### config.mk
export PLATFORM = sky130hd
export DESIGN_NAME = eba_top
export DESIGN_NICKNAME = d
export VERILOG_FILES = /design/src/eba_pkg.sv /design/src/eba_tick.sv /design/src/eba_timer.sv /design/src/eba_top.sv
export VERILOG_INCLUDE_DIRS = /design/src
export SDC_FILE = /design/constraint.sdc
export NUM_CORES = 1
export LEC_CHECK = 0
export BUFFER_PORTS_ARGS = -buffer_cell sky130_fd_sc_hd__buf_2
export CAP_MARGIN = 20
export CELL_PAD_IN_SITES_DETAIL_PLACEMENT = 0
export CELL_PAD_IN_SITES_GLOBAL_PLACEMENT = 1
export CORE_MARGIN = 1
export CORE_UTILIZATION = 46
export CTS_CLUSTER_DIAMETER = 60
export DETAILED_ROUTE_END_ITERATION = 8
export HOLD_SLACK_MARGIN = 0.12
export PLACE_DENSITY_LB_ADDON = 0.1
export SYNTH_ARGS = -nofsm -noshare
export SYNTH_HDL_FRONTEND = slang
export SYNTH_SLANG_ARGS = --single-unit
### constraint.sdc
create_clock -name core_clk -period 3.8 [get_ports core_clk]
set_input_delay 0.76 -clock core_clk [delete_from_list [all_inputs] [get_ports core_clk]]
set_output_delay 0.76 -clock core_clk [all_outputs]
set_load 0.01 [all_outputs]
### src/eba_params.svh
// Purpose: Constants for the extender bus arbiter and timeout block.
// Assumes: 10 MHz core clock, 100 ns period.
// Notes: Times are in their own units; cycle counts derive from them.
`ifndef EBA_PARAMS_SVH
`define EBA_PARAMS_SVH
`define EBA_CLK_NS 100
`define EBA_US_NS 1000
`define EBA_US_CYCLES ((`EBA_US_NS + `EBA_CLK_NS - 1) / `EBA_CLK_NS)
`define EBA_MS_US 1000
`define EBA_CABLE_T1 100
`define EBA_CABLE_T2 200
`define EBA_CABLE_T3 400
`define EBA_BP_T1_US 100
`define EBA_BP_T2_US 200
`define EBA_BP_T3_US 400
`define EBA_BP_LEVEL_RESET 2'h3
`endif

### src/eba_pkg.sv
// Purpose: Types shared by the extender bus arbiter files.
// Assumes: Nothing beyond the constants header.
// Notes: Selection codes travel as enums; cable lines as a struct.
package eba_pkg;
  typedef enum logic [1:0] {EBA_TO_100, EBA_TO_200, EBA_TO_400, EBA_TO_OFF} eba_tsel_e;
  typedef enum logic [1:0] {EBA_CHAIN_ONLY, EBA_CHAIN_HOLDER, EBA_CHAIN_LEFT, EBA_CHAIN_RIGHT}
    eba_chain_e;
  typedef struct packed {
    logic ds;
    logic dtack;
    logic berr;
  } eba_cyc_s;
endpackage : eba_pkg

### src/eba_tick.sv
// Purpose: Scale tick generator: one pulse per microsecond or millisecond.
// Assumes: Synchronous active-low reset.
// Notes: The millisecond tick is built from microsecond ticks.
`timescale 1ns/1ps
`include "eba_params.svh"
module eba_tick
  import eba_pkg::*;
#(
  parameter int US_CYC = `EBA_US_CYCLES,
  parameter int MS_US = `EBA_MS_US
) (
  input wire logic core_clk,
  input wire logic resetn,
  output logic us_tick,
  output logic ms_tick
);
  logic [15:0] us_cnt_q;
  logic [15:0] ms_cnt_q;
  wire us_wrap = (us_cnt_q == 16'(US_CYC - 1));
  wire ms_wrap = (ms_cnt_q == 16'(MS_US - 1)) & us_wrap;
  // ----------------------------------------
  // Free-running prescalers.
  // ----------------------------------------
  always_ff @(posedge core_clk) begin
    if (!resetn) begin
      us_cnt_q <= 16'h0000;
      ms_cnt_q <= 16'h0000;
    end else begin
      us_cnt_q <= us_wrap ? 16'h0000 : us_cnt_q + 16'h0001;
      if (us_wrap) ms_cnt_q <= (ms_cnt_q == 16'(MS_US - 1)) ? 16'h0000 : ms_cnt_q + 16'h0001;
    end
  end
  assign us_tick = us_wrap;
  assign ms_tick = ms_wrap;
endmodule : eba_tick

### src/eba_timer.sv
// Purpose: One strobe-to-acknowledge watchdog raising bus error on expiry.
// Assumes: Ticks are single-cycle pulses from the prescaler.
// Notes: Used for both the cable and the backplane timeout units.
`timescale 1ns/1ps
module eba_timer
  import eba_pkg::*;
(
  input wire logic core_clk,
  input wire logic resetn,
  input wire logic enable,
  input wire logic tick,
  input wire logic [8:0] limit,
  input eba_cyc_s cyc,
  output logic berr_out,
  output logic busy
);
  typedef enum {EBA_T_IDLE, EBA_T_RUN, EBA_T_ERR} eba_tstate_e;
  eba_tstate_e st_q;
  logic [8:0] cnt_q;
  logic berr_q;
  wire ends = cyc.dtack | cyc.berr;
  wire expire = tick & (cnt_q == limit - 9'h001);
  // ----------------------------------------
  // Watchdog state machine; returns idle on a cycle end while running, and on strobe release or lost enable.
  // ----------------------------------------
  always_ff @(posedge core_clk) begin
    if (!resetn) begin
      st_q <= EBA_T_IDLE;
      cnt_q <= 9'h000;
      berr_q <= 1'b0;
    end else begin
      case (st_q)
        EBA_T_IDLE: begin
          cnt_q <= 9'h000;
          berr_q <= 1'b0;
          if (enable && cyc.ds && !ends) st_q <= EBA_T_RUN;
        end
        EBA_T_RUN: begin
          // A strobe dropped without an answer abandons the cycle, so no late error fires.
          if (!enable || ends || !cyc.ds) begin
            st_q <= EBA_T_IDLE;
          end else if (expire) begin
            st_q <= EBA_T_ERR;
            berr_q <= 1'b1;
          end else if (tick) begin
            cnt_q <= cnt_q + 9'h001;
          end
        end
        default: begin
          // Hold error until the strobe is released so the master sees it.
          // Losing the enable also clears it at the next edge, so a disabled unit drives error for at most one cycle.
          if (!cyc.ds || !enable) begin
            st_q <= EBA_T_IDLE;
            berr_q <= 1'b0;
          end
        end
      endcase
    end
  end
  assign berr_out = berr_q;
  assign busy = (st_q != EBA_T_IDLE);
endmodule : eba_timer

### src/eba_top.sv
// Purpose: Cable-bus controller arbitration and timeout plus backplane timeout.
// Assumes: All inputs synchronous to core_clk; 10 MHz clock.
// Notes: Straps are plain inputs; the long scale bit is a software level.
`timescale 1ns/1ps
`include "eba_params.svh"
module eba_top
  import eba_pkg::*;
#(
  parameter int NREQ = 4
) (
  input wire logic core_clk,
  input wire logic resetn,
  input wire logic sys_ctrl_en,
  input wire logic fair_en,
  input wire logic interlock_en,
  input wire logic long_timeout_scale_bit,
  input eba_tsel_e controller_timeout_level_select,
  input eba_tsel_e bp_timeout_level_select,
  input eba_chain_e timeout_chain_position_select,
  input eba_cyc_s cable_cyc,
  input eba_cyc_s bp_cyc,
  input wire logic [NREQ-1:0] cable_req_in,
  output logic [NREQ-1:0] cable_grant,
  input wire logic cable_iack_in,
  output logic cable_iack_out,
  output logic cable_berr_o,
  output logic cable_berr_oe,
  input wire logic local_need,
  input wire logic cable_busreq_seen,
  output logic local_req,
  input wire logic inbound_want,
  input wire logic local_outward,
  output logic bp_berr_o,
  output logic bp_berr_oe,
  output logic [1:0] bp_req_level,
  input wire logic lb_suppress_left,
  input wire logic lb_suppress_right,
  output logic lb_suppress_out,
  input wire logic ilk_busy_in,
  output logic ilk_busy_out
);
  // ----------------------------------------
  // Timebase and selection decode.
  // ----------------------------------------
  logic us_tick;
  logic ms_tick;
  eba_tick u_tick (
    .core_clk(core_clk),
    .resetn(resetn),
    .us_tick(us_tick),
    .ms_tick(ms_tick)
  );
  // Cable limit chosen from the strap; scale follows the software bit.
  wire [8:0] cable_limit = (controller_timeout_level_select == EBA_TO_100) ? 9'(`EBA_CABLE_T1) :
                           (controller_timeout_level_select == EBA_TO_200) ? 9'(`EBA_CABLE_T2) :
                           9'(`EBA_CABLE_T3);
  wire cable_tick = long_timeout_scale_bit ? ms_tick : us_tick;
  wire [8:0] bp_limit = (bp_timeout_level_select == EBA_TO_100) ? 9'(`EBA_BP_T1_US) :
                        (bp_timeout_level_select == EBA_TO_200) ? 9'(`EBA_BP_T2_US) :
                        9'(`EBA_BP_T3_US);
  // ----------------------------------------
  // Cable-bus controller timeout.
  // ----------------------------------------
  logic cable_to_berr;
  logic cable_to_busy;
  eba_timer u_cable_to (
    .core_clk(core_clk),
    .resetn(resetn),
    .enable(sys_ctrl_en),
    .tick(cable_tick),
    .limit(cable_limit),
    .cyc(cable_cyc),
    .berr_out(cable_to_berr),
    .busy(cable_to_busy)
  );
  // ----------------------------------------
  // Backplane timeout; off while any outward cable transfer runs.
  // ----------------------------------------
  wire holder = (timeout_chain_position_select != EBA_CHAIN_LEFT) &&
                (timeout_chain_position_select != EBA_CHAIN_RIGHT);
  wire suppress = local_outward | lb_suppress_left | lb_suppress_right;
  wire bp_en = holder && (bp_timeout_level_select != EBA_TO_OFF) && !suppress;
  logic bp_to_berr;
  eba_timer u_bp_to (
    .core_clk(core_clk),
    .resetn(resetn),
    .enable(bp_en),
    .tick(us_tick),
    .limit(bp_limit),
    .cyc(bp_cyc),
    .berr_out(bp_to_berr),
    .busy()
  );
  // Non-holders pass the outward indication along the local bus.
  assign lb_suppress_out = !holder & (local_outward | lb_suppress_left | lb_suppress_right);
  // ----------------------------------------
  // Cable arbiter: fixed priority, index 0 nearest the controller.
  // ----------------------------------------
  logic [NREQ-1:0] grant_q;
  logic [NREQ-1:0] grant_d;
  always_comb begin
    grant_d = '0;
    for (int i = NREQ - 1; i >= 0; i--) begin
      if (cable_req_in[i]) grant_d = NREQ'(1) << i;
    end
  end
  // Hold a grant until its request drops, so a busy owner is cut off only when sys_ctrl_en falls.
  wire owner_drop = ((grant_q & cable_req_in) == '0);
  always_ff @(posedge core_clk) begin
    if (!resetn) grant_q <= '0;
    else if (!sys_ctrl_en) grant_q <= '0;
    else if (owner_drop) grant_q <= grant_d;
  end
  assign cable_grant = grant_q;
  // Acknowledge chain is driven only by the controller.
  assign cable_iack_out = sys_ctrl_en & cable_iack_in;
  // ----------------------------------------
  // Local requester: fairness and interlock.
  // ----------------------------------------
  logic fair_hold_q;
  logic req_q;
  // Interlocked: a new request waits while the system-wide busy line is up.
  wire ilk_wait = interlock_en & ilk_busy_in;
  // Once requesting, the fair hold is released so the request stays up.
  always_ff @(posedge core_clk) begin
    if (!resetn) begin
      fair_hold_q <= 1'b0;
      req_q <= 1'b0;
    end else begin
      fair_hold_q <= fair_en & cable_busreq_seen & !req_q;
      if (!local_need) req_q <= 1'b0;
      else if (ilk_wait) req_q <= req_q;
      else if (!fair_en) req_q <= 1'b1;
      else if (!cable_busreq_seen && !fair_hold_q) req_q <= 1'b1;
    end
  end
  // Interlocked: wait for the system-wide busy line to clear.
  wire ilk_block = interlock_en & ilk_busy_in & !req_q;
  assign local_req = req_q & !ilk_block;
  assign ilk_busy_out = interlock_en & (local_req | inbound_want);
  assign bp_req_level = `EBA_BP_LEVEL_RESET;
  // ----------------------------------------
  // Deadlock resolution in normal mode.
  // ----------------------------------------
  wire deadlock = !interlock_en & inbound_want & local_outward;
  logic dl_q;
  always_ff @(posedge core_clk) begin
    if (!resetn) dl_q <= 1'b0;
    else dl_q <= deadlock;
  end
  assign cable_berr_o = cable_to_berr;
  assign cable_berr_oe = cable_to_berr;
  assign bp_berr_o = bp_to_berr | dl_q;
  assign bp_berr_oe = bp_to_berr | dl_q;
  // ----------------------------------------
  // Checks.
  // ----------------------------------------
  a_no_to_nonctrl: assert property (@(posedge core_clk) disable iff (!resetn)
    !sys_ctrl_en |-> ##1 !cable_berr_oe) else $error("cable error while not controller");
  a_ack_stops: assert property (@(posedge core_clk) disable iff (!resetn)
    (cable_to_busy && !cable_berr_o && (cable_cyc.dtack || cable_cyc.berr)) |=> !cable_to_busy)
    else $error("timeout did not stop on ack");
  a_err_idle: assert property (@(posedge core_clk) disable iff (!resetn)
    (cable_berr_o && !cable_cyc.ds) |=> (!cable_berr_o && !cable_to_busy))
    else $error("timeout not idle after error");
  a_err_cause: assert property (@(posedge core_clk) disable iff (!resetn)
    $rose(cable_berr_o) |-> $past(cable_tick) && $past(sys_ctrl_en))
    else $error("cable error without tick");
  a_fair_wait: assert property (@(posedge core_clk) disable iff (!resetn)
    (fair_en && !req_q && cable_busreq_seen) |=> !req_q) else $error("fair request early");
  a_unfair_req: assert property (@(posedge core_clk) disable iff (!resetn)
    (!fair_en && local_need && !ilk_wait) |=> req_q) else $error("unfair request missing");
  a_ilk_wait: assert property (@(posedge core_clk) disable iff (!resetn)
    (ilk_wait && !req_q) |=> !local_req) else $error("interlocked request early");
  a_prio_grant: assert property (@(posedge core_clk) disable iff (!resetn)
    (sys_ctrl_en && grant_q == '0 && cable_req_in[0]) |=> cable_grant[0])
    else $error("nearest requester lost");
  a_deadlock_err: assert property (@(posedge core_clk) disable iff (!resetn)
    deadlock |=> bp_berr_oe) else $error("deadlock not ended");
  a_suppress_bp: assert property (@(posedge core_clk) disable iff (!resetn)
    (suppress && !dl_q && !bp_to_berr) |=> !bp_to_berr) else $error("bp timeout not held");
  a_ilk_level: assert property (@(posedge core_clk) disable iff (!resetn)
    bp_req_level == 2'h3) else $error("wrong request level");
  c_cable_to: cover property (@(posedge core_clk) disable iff (!resetn) $rose(cable_berr_o));
  c_deadlock: cover property (@(posedge core_clk) disable iff (!resetn) deadlock);
  c_fair: cover property (@(posedge core_clk) disable iff (!resetn) fair_en && $rose(req_q));
endmodule : eba_top

# Yosys cells after proc, flatten, opt, wreduce, memory -nomap -nowiden
# Index checks and enable logic that the tools add are counted.
# word_totals
reg_bits	123
# op_classes
add_sub_neg	6
n_reduce_logical	46
n_eq_ne	24
muxes	38
bitwise_logic	22
# op_table
op	count
32-bit 2-to-1 mux	8
32-bit case mux with 2 select lines	2
9-bit 2-to-1 mux	10
32-bit by 1-bit equality test with 1-bit output (second input constant)	2
32-bit zero test	2
9-bit case mux with 2 select lines	2
16-bit by 1-bit adder with 16-bit output (second input constant)	2
9-bit by 1-bit adder with 9-bit output (second input constant)	2
9-bit equality test	2
9-bit by 1-bit subtractor with 9-bit output (second input constant)	2
16-bit by 10-bit equality test with 1-bit output (second input constant)	1
16-bit by 4-bit equality test with 1-bit output (second input constant)	1
16-bit 2-to-1 mux	1
4-bit 2-to-1 mux	4
2-bit by 1-bit inequality test with 1-bit output (second input constant)	7
2-bit inequality test (second input constant)	7
1-bit bitwise AND	13
1-bit zero test	13
3-bit AND reduction	4
1-bit 2-to-1 mux	9
1-bit logical AND	8
4-bit AND reduction	2
1-bit logical OR	6
3-bit by 1-bit inequality test with 1-bit output (second input constant)	2
other kinds (11)	24

# Logic depth before layout (Yosys ltp)
# Gate-level depths: netlist of run 1.
# logic_depth
depth_word	9
mapped_depth	8
mapped_depth_nobuf	8

# Cells and area by module
# A second synthesis of run 1 with hierarchy kept.
# hier_totals
cells_unflattened	514
hier_area_um2	4289.1
# by_module_without_submodules
module	instances	area_each_um2	cells_each
eba_timer	2	1086.0	130
eba_tick	1	1664.1	196
eba_top	1	452.9	58

# Least setup slack after synthesis of run 1
# Ideal clock, no wire load.
# synth_path
path_kind	in2reg
from	in lb_suppress_left
to	reg u_bp_to.cnt_q[1]
path_stages	6
arrival_ps	2245
slack_ps	1439
path_cell_list	or3_4 a2111oi_4 o311ai_4 mux2_4 a22oi_2 nor2b_2
# synth_via
elab_chain_cells	9
# synth_rtl
element	line	source
start, declared	eba_top.sv:36	input wire logic lb_suppress_left,
1-bit OR (2 in series)	eba_top.sv:81	wire suppress = local_outward | lb_suppress_left | lb_suppress_right;
1-bit zero test	eba_top.sv:82	wire bp_en = holder && (bp_timeout_level_select != EBA_TO_OFF) && !suppress;
1-bit logical AND	eba_top.sv:82	
1-bit zero test	eba_timer.sv:40	if (!enable || ends || !cyc.ds) begin
1-bit logical OR (2 in series)	eba_timer.sv:40	
2-bit inequality test (no line)	--	
4-bit AND reduction (no line)	--	
end signal, assigned	eba_timer.sv:46	cnt_q <= cnt_q + 9'h001;
end, declared	eba_timer.sv:19	logic [8:0] cnt_q;
# No other way between the ends.
# A chain may end at the register's enable or synchronous reset.

# Worst setup path after layout of run 1
# layout_path
from	in lb_suppress_left
to	out lb_suppress_out
# layout_via
elab_chain_cells	3
# layout_rtl
element	line	source
1-bit OR (2 in series)	eba_top.sv:95	assign lb_suppress_out = !holder & (local_outward | lb_suppress_left | lb_suppress_right);
1-bit bitwise AND	eba_top.sv:95	
end, declared	eba_top.sv:38	output logic lb_suppress_out,
# No other way between the ends.

==> results of run 1 <==
-- how the worst max path moves through the flow --
stage | startpoint | cells past startpoint | end
floorplan | lb_suppress_left | 6 | u_bp_to.cnt_q[1]$_SDFFE_PN0P_
global placement | bp_timeout_level_select[0] | 7 | u_bp_to.cnt_q[1]$_SDFFE_PN0P_
detailed placement | bp_timeout_level_select[0] | 7 | u_bp_to.cnt_q[1]$_SDFFE_PN0P_
CTS | lb_suppress_left | 4 | lb_suppress_out
global route | u_tick.us_cnt_q[10]$_SDFF_PP0_ | 6 | u_tick.ms_cnt_q[2]$_SDFFE_PN0P_
finish | lb_suppress_left | 4 | lb_suppress_out
-- flip-flops by register name, indices dropped and copies added, names as in the netlist --
register and count:
u_bp_to.cnt_q 9, u_cable_to.berr_out 1, u_bp_to.berr_out 1, u_bp_to.st_q 2, cable_grant 4, u_tick.ms_cnt_q 16
req_q 1, u_tick.us_cnt_q 16, fair_hold_q 1, u_cable_to.cnt_q 9, u_cable_to.st_q 2, dl_q 1
-- logic make-up after synthesis --
family	after synthesis	synth area share
mux	2	0.00796
flops	63	0.401
xor+xnor	30	0.0836
buf+inv	19	0.0283
simple gates	191	0.329
fa+ha+maj	5	0.0199
other cells	1	0.00119
compound gates	59	0.129
-- layer usage --
layer  GRT usage  up-vias
met5           0        -
met4      0.0786        0
met3      0.0423        8
met2       0.304       35
met1       0.233     1234
li1            -     1411
-- worst max-delay path, cell delays in order --
cell                     delay [ns]
sky130_fd_sc_hd__buf_2         0.09
sky130_fd_sc_hd__or3_4         0.41
sky130_fd_sc_hd__and2_1        0.17
sky130_fd_sc_hd__buf_2         0.13
-- stage by stage --
step,hold slack [ns],setup slack (ns),util
global route,0.503,1.38,0.550
CTS,0.484,1.47,0.550
floorplan,0.444,1.44,-
detailed placement,0.469,1.20,0.525
global placement,0.463,1.24,0.525
finish,0.480,1.48,0.550
-- cell type report --
cell class                 instances  share of cell area
clock buffer                      13              0.0447
clock inverter                     1             0.00141
inverter                           8             0.00845
multi-input combinational        289               0.505
sequential                        63               0.355
tap                               77              0.0271
timing repair buffer              41              0.0584
-- layout by cell type, fill, tap and decap left out, types with 14 or more instances in the layout --
master,count
sky130_fd_sc_hd__dfxtp_1,63
sky130_fd_sc_hd__nor2_1,51
sky130_fd_sc_hd__buf_2,40
sky130_fd_sc_hd__nand2_1,30
sky130_fd_sc_hd__nand3_1,27
sky130_fd_sc_hd__o21ai_0,20
sky130_fd_sc_hd__xor2_1,19
sky130_fd_sc_hd__nand4_1,15
sky130_fd_sc_hd__a21oi_1,14
-- report_power, final --
| group | switching [mW] | internal, mW | total (mW) |
|---|---|---|---|
| combinational | 0.0349 | 0.0265 | 0.0614 |
| sequential | 0.00554 | 0.666 | 0.672 |
| clock | 0.230 | 0.265 | 0.495 |
| total | 0.270 | 0.957 | 1.23 |
==> results.md, run 1 <==
* Run status: finished clean
* Max-slew violation count at 0
* Maximum net fanout on the critical path at 3
* Final std cell area, no fill at 0.00355 mm²
* Worst clock skew at 0.00655 ns
* R2R Path End: u_tick.ms_cnt_q[2]$_SDFFE_PN0P_
* Number of hold buffers added after CTS at 0
* Initial core utilization at 0.486
* Leakage dissipation at 1.30 nW
* Power, Total at 1.23 mW
* Number of ports placed on the die boundary at 44
* Share of post-route cells with drive strength above 1 at 0.161
* Ratio of total power to cell area at 345 mW/mm²
* Instance area at placement at 0.00339 mm²
* Data required time of the worst path at 3.04 ns
* Worst rel slew slack at 0.584
* Die boundary height at 84.6 µm
* Most used standard cell by instance count after synthesis: sky130_fd_sc_hd__dfxtp_1
* Sequential cell area at 0.00126 mm²
* Vias in the first global route at 2,425
* Multi-input logic area at 0.00180 mm²
* Total number of clock tree sinks at 63
* Finish-stage setup viols at 0
* First-pass GRT wire length at 10,600 µm
* Placement row count at 29
* Overall global routing resource usage at 0.185
* Placeable core region at 0.00646 mm²
* Commonest cells in the synthesized netlist: sky130_fd_sc_hd__dfxtp_1 (63), sky130_fd_sc_hd__nor2_1 (51), sky130_fd_sc_hd__nand2_1 (30), sky130_fd_sc_hd__nand3_1 (27), sky130_fd_sc_hd__o21ai_0 (20)
* Dpl hpwl at 4630 µm
* Placed instance count at 478
* Worst Reg2Reg Path Length in Cells at 7
* Hold WC Path Type: flip-flop to flip-flop
* Async SR Flop Fraction at 0
* Capture endpoint of the worst hold path: u_tick.us_cnt_q[0]$_SDFF_PP0_
* Critical Path End Type: output port
* Routed Antenna Nets at 0
* Fill cell instance count of the final layout at 616
* Area of the die at 0.00716 mm²
* Routed via count divided by cell count at 5.46
* Final cell count without fillers at 492
* Period Utilization, post-route at 0.611
* Antenna violations before repair at 0
* Depth of the worst hold-timing path at 1
* Post-route met1 wirelength at 3070 µm
* Global route overflow at 0
* CTS buffer count at 9
* Worst reg2reg setup slack at 1.60 ns
* Metal2 WL at 2920 µm
* Horiz. Die Dim at 84.6 µm
* Tightest Pin Transition at 0.619 ns
* Post-route setup TNS at 0 ns
* Synthesis warning total at 0
* Clock tree from TritonCTS: done
* Drt total wl at 6250 µm
* Seq/Total Area, Yosys at 0.401
* Worst min-delay path startpoint: u_tick.us_cnt_q[0]$_SDFF_PP0_
* Netlist area before placement at 0.00314 mm²
* Critical path arrival at 1.56 ns
* Crit path kind: primary input to output port
* Worst r2r src: u_tick.us_cnt_q[0]$_SDFF_PP0_
* Area growth from synthesis to layout at 13.1%
* Number of cells upsized or downsized after cts at 0
* Largest net degree at the start of global routing at 29
* Max H-tree Level at 3
* Total via count in the routed design at 2,688
* Setup repair bufs after CTS at 0
* Number of enable-type register cells in the synthesized netlist at 0
* Mapped Avg Cell Area at 8.49 µm²
* Detailed-routing iteration count for the pre-antenna-repair pass at 6
* Clock latency on the worst-skew pair at 0.33 ns
* Top-area cell type share of the netlist area at 0.401
* Number of instances in the synthesized netlist at 370
* Max-cap violations at 0
* Detail-routed net length per standard cell at 12.7 µm
* Diodes inserted at 0
* Flip-flop and latch count after synthesis at 63
* Number of distinct library cell variants in the gate-level netlist after synthesis at 55
* Clock Root Buffer: sky130_fd_sc_hd__clkbuf_8
* Critical path startpoint category: primary input
* Metal3 WL at 172 µm
* Period minus WS final at 2.32 ns
* Weighted congestion reported at the end of routability-driven placement at 0.799
* Count of input and output buffers at 40
* Post-synthesis cell type with the largest combined area: sky130_fd_sc_hd__dfxtp_1
* First-iteration detailed-routing DRC count at 81
* Uppermost metal layer occupied by signal nets: met4
* Largest cells by area after synthesis: sky130_fd_sc_hd__dfxtp_1 (40%), sky130_fd_sc_hd__nor2_1 (6.1%), sky130_fd_sc_hd__xor2_1 (5.3%)
* Peak ir drop on the vdd network at 0.172 mV
* Buffers from clock root to sink, at most at 2
* DRC viols at 0
* Dominant register cell in the synthesized netlist: sky130_fd_sc_hd__dfxtp_1
* Clock transition at the registers of the reported paths at 0.06 ns
* Unrepaired setup endpoints after global routing: false
* Highest Clock Rate at 431 MHz
* Final net count at 447
* Number of hold-slack violations in the final timing report at 0
No activity file was read; power rests on OpenSTA's default activity.
==> run 2: changes to the inputs <==
- CORE_UTILIZATION: 46 -> 39
- clock period: 3.8 -> 2.01 ns (I/O delays scaled with it)
==> results.md, run 2 (synthesis results as in run 1) <==
* Worst rel slew slack at 0.565 (-0.0197)
* Overall global routing resource usage at 0.172 (-0.0125)
* Critical path arrival at 2.23 ns (+0.67 ns)
* Number of hold-slack violations in the final timing report at 0 (unchanged)
* Leading registers by flop count: u_tick.ms_cnt_q (16), u_tick.us_cnt_q (16)
* Buffers from clock root to sink, at most at 2 (unchanged)
* Max H-tree Level at 3 (unchanged)
* DRC viols at 0 (unchanged)
* Largest net degree at the start of global routing at 17 (-41%)
* Commonest non-fill, non-tap cells in the layout: sky130_fd_sc_hd__dfxtp_1 (60), sky130_fd_sc_hd__nor2_1 (51), sky130_fd_sc_hd__buf_4 (44), sky130_fd_sc_hd__buf_2 (40), sky130_fd_sc_hd__nand2_1 (30)
* Count of input and output buffers at 40 (unchanged)
* Routing layer with the top usage in global route: met2
* Clock tree from TritonCTS: done
* Period minus WS final at 2.01 ns
* Post-route setup TNS at -0.000219 ns (-0.000219 ns)
* Final net count at 492 (+10%)
* Maximum net fanout on the critical path at 3 (unchanged)
* Clock transition at the registers of the reported paths at 0.07 ns (about the same)
* Initial core utilization at 0.404 (-0.0820)
* Max-cap violations at 0 (unchanged)
* Placeable core region at 0.00777 mm² (+20%)
* Dpl hpwl at 5120 µm (+11%)
* Finish-stage setup viols at 1 (+1)
* Max-slew violation count at 0 (unchanged)
* Worst clock skew at 0.0105 ns (+0.00393 ns)
* Tightest Pin Transition at 0.649 ns (+0.0293 ns)
* Power, Total at 2.50 mW (+100%)
* Share of post-route cells with drive strength above 1 at 0.280 (+0.118)
* Critical path startpoint category: flip-flop
* First-iteration detailed-routing DRC count at 101 (+25%)
* Unrepaired setup endpoints after global routing: true
* Commonest non-fill, non-tap cell in the layout: sky130_fd_sc_hd__dfxtp_1
* Run status: finished, violations left
* Worst min-delay path startpoint: local_need
* Number of ports placed on the die boundary at 44 (unchanged)
* Global-route met3 utilization at 0.0315 (-0.0108)
* Total number of clock tree sinks at 63 (unchanged)
* Critical Path End Type: flip-flop
* Number of hold buffers added after CTS at 0 (unchanged)
* Detailed-routing iteration count for the pre-antenna-repair pass at 4 (-2)
* First-pass GRT wire length at 11,700 µm (+11%)
* Final worst-path setup slack at -0.000219 ns (-1.48 ns)
* Ratio of total power to cell area at 618 mW/mm² (+79%)
* Hold WC Path Type: primary input to flip-flop
* Diodes inserted at 0 (unchanged)
* Total via count in the routed design at 2,896 (+7.7%)
* Met2 Use GR at 0.281 (-0.0231)
* Horiz. Die Dim at 91.8 µm (+8.4%)
* Area growth from synthesis to layout at 28.9%
* Violated checks: setup timing
* Detail-routed net length per standard cell at 12.4 µm (-2.4%)
* Weighted congestion reported at the end of routability-driven placement at 0.784 (-1.8%)
* Area of the die at 0.00842 mm² (+18%)
* Drt total wl at 6980 µm (+12%)
* Fill cell instance count of the final layout at 745 (+21%)
* Antenna violations before repair at 0 (unchanged)
* Timing startpoint of the critical path: u_bp_to.cnt_q[7]$_SDFFE_PN0P_
* Period Utilization, post-route at 1.00
* Clock Root Buffer: sky130_fd_sc_hd__clkbuf_8
* Global route overflow at 0 (unchanged)
* Routed via count divided by cell count at 5.14 (-5.8%)
* Peak ir drop on the vdd network at 0.285 mV (+65%)
* Die boundary height at 91.8 µm (+8.4%)
* Routed Antenna Nets at 0 (unchanged)
* Crit path kind: flip-flop to flip-flop
* Highest Clock Rate at 497 MHz
* Met1 Use GR at 0.221 (-0.0113)
* Placement row count at 32 (+10%)
* Vias in the first global route at 2,690 (+11%)
* Data required time of the worst path at 2.23 ns (-0.81 ns)
* CTS buffer count at 9 (unchanged)
* Leakage dissipation at 1.58 nW (+22%)
* Worst r2r src: u_bp_to.cnt_q[7]$_SDFFE_PN0P_
* Clock latency on the worst-skew pair at 0.33 ns (about the same)
==> run 2: cell count changes in the layout (fill, tap and decap cells not counted), sizes merged <==
cell / delta
clkbuf: -2
bufinv: +1
clkinv: +2
buf: +45
==> run 2: worst paths after layout <==
kind | to | slack (ns) | cells after the start
worst max register to register | u_bp_to.cnt_q[1]$_SDFFE_PN0P_ | -0.0002 | 6
worst min register to register | u_bp_to.berr_out$_SDFFE_PN0P_ | 0.49 | 2
worst min-delay path | req_q$_SDFFE_PN0P_ | 0.30 | 3
worst max-delay path | u_bp_to.cnt_q[1]$_SDFFE_PN0P_ | -0.0002 | 6
==> run 2: metrics by stage <==
step / hold WS (ns) / cells / setup slack, ns / util / area [µm²]
4_1_cts: 0.282 / 562 / -0.00250 / 0.512 / 3980
2_1_floorplan: 0.444 / 371 / 0.00660 / - / 3150
3_5_place_dp: 0.487 / 546 / -0.175 / 0.484 / 3760
5_1_grt: 0.297 / 563 / -0.0779 / 0.521 / 4050
3_3_place_gp: 0.474 / 546 / -0.156 / 0.484 / 3760
6_report: 0.296 / 563 / -0.000219 / 0.521 / 4050
==> run 2: final cells by class <==
type,count,area [µm²],area share
multi-input combinational,289,1860,0.459
sequential,63,1260,0.312
timing repair buffer,86,571,0.141
clock buffer,11,151,0.0374
tap,102,128,0.0315
clock inverter,4,45.0,0.0111
inverter,8,30.0,0.00741
==> run 2: critical path, cell delays in order, from the launching register on <==
cell and delay (ns):
sky130_fd_sc_hd__dfxtp_2 0.32, sky130_fd_sc_hd__or4b_1 0.50, sky130_fd_sc_hd__o31a_1 0.16, sky130_fd_sc_hd__o311ai_4 0.40, sky130_fd_sc_hd__mux2_4 0.34, sky130_fd_sc_hd__a22oi_2 0.13
sky130_fd_sc_hd__nor2b_2 0.05
==> run 2: repair_timing <==
action,CTS,global route
hold endpoints to repair,0,0
pin swaps,3,7
endpoints found under the setup margin,2,18
gates resized for setup,2,14
buffers inserted,1,1
==> run 2: per-layer routing <==
metal  share of wire  routed length (µm)
met5               0                   0
met4           0.014                  98
met3           0.044                 306
met2            0.44                3060
met1            0.50                3520
==> run 2: report_power, final <==
part,internal [mW],total [mW],switching [mW]
registers,1.26,1.27,0.00841
clock network,0.627,1.09,0.466
logic,0.0678,0.141,0.0737
total,1.95,2.50,0.548
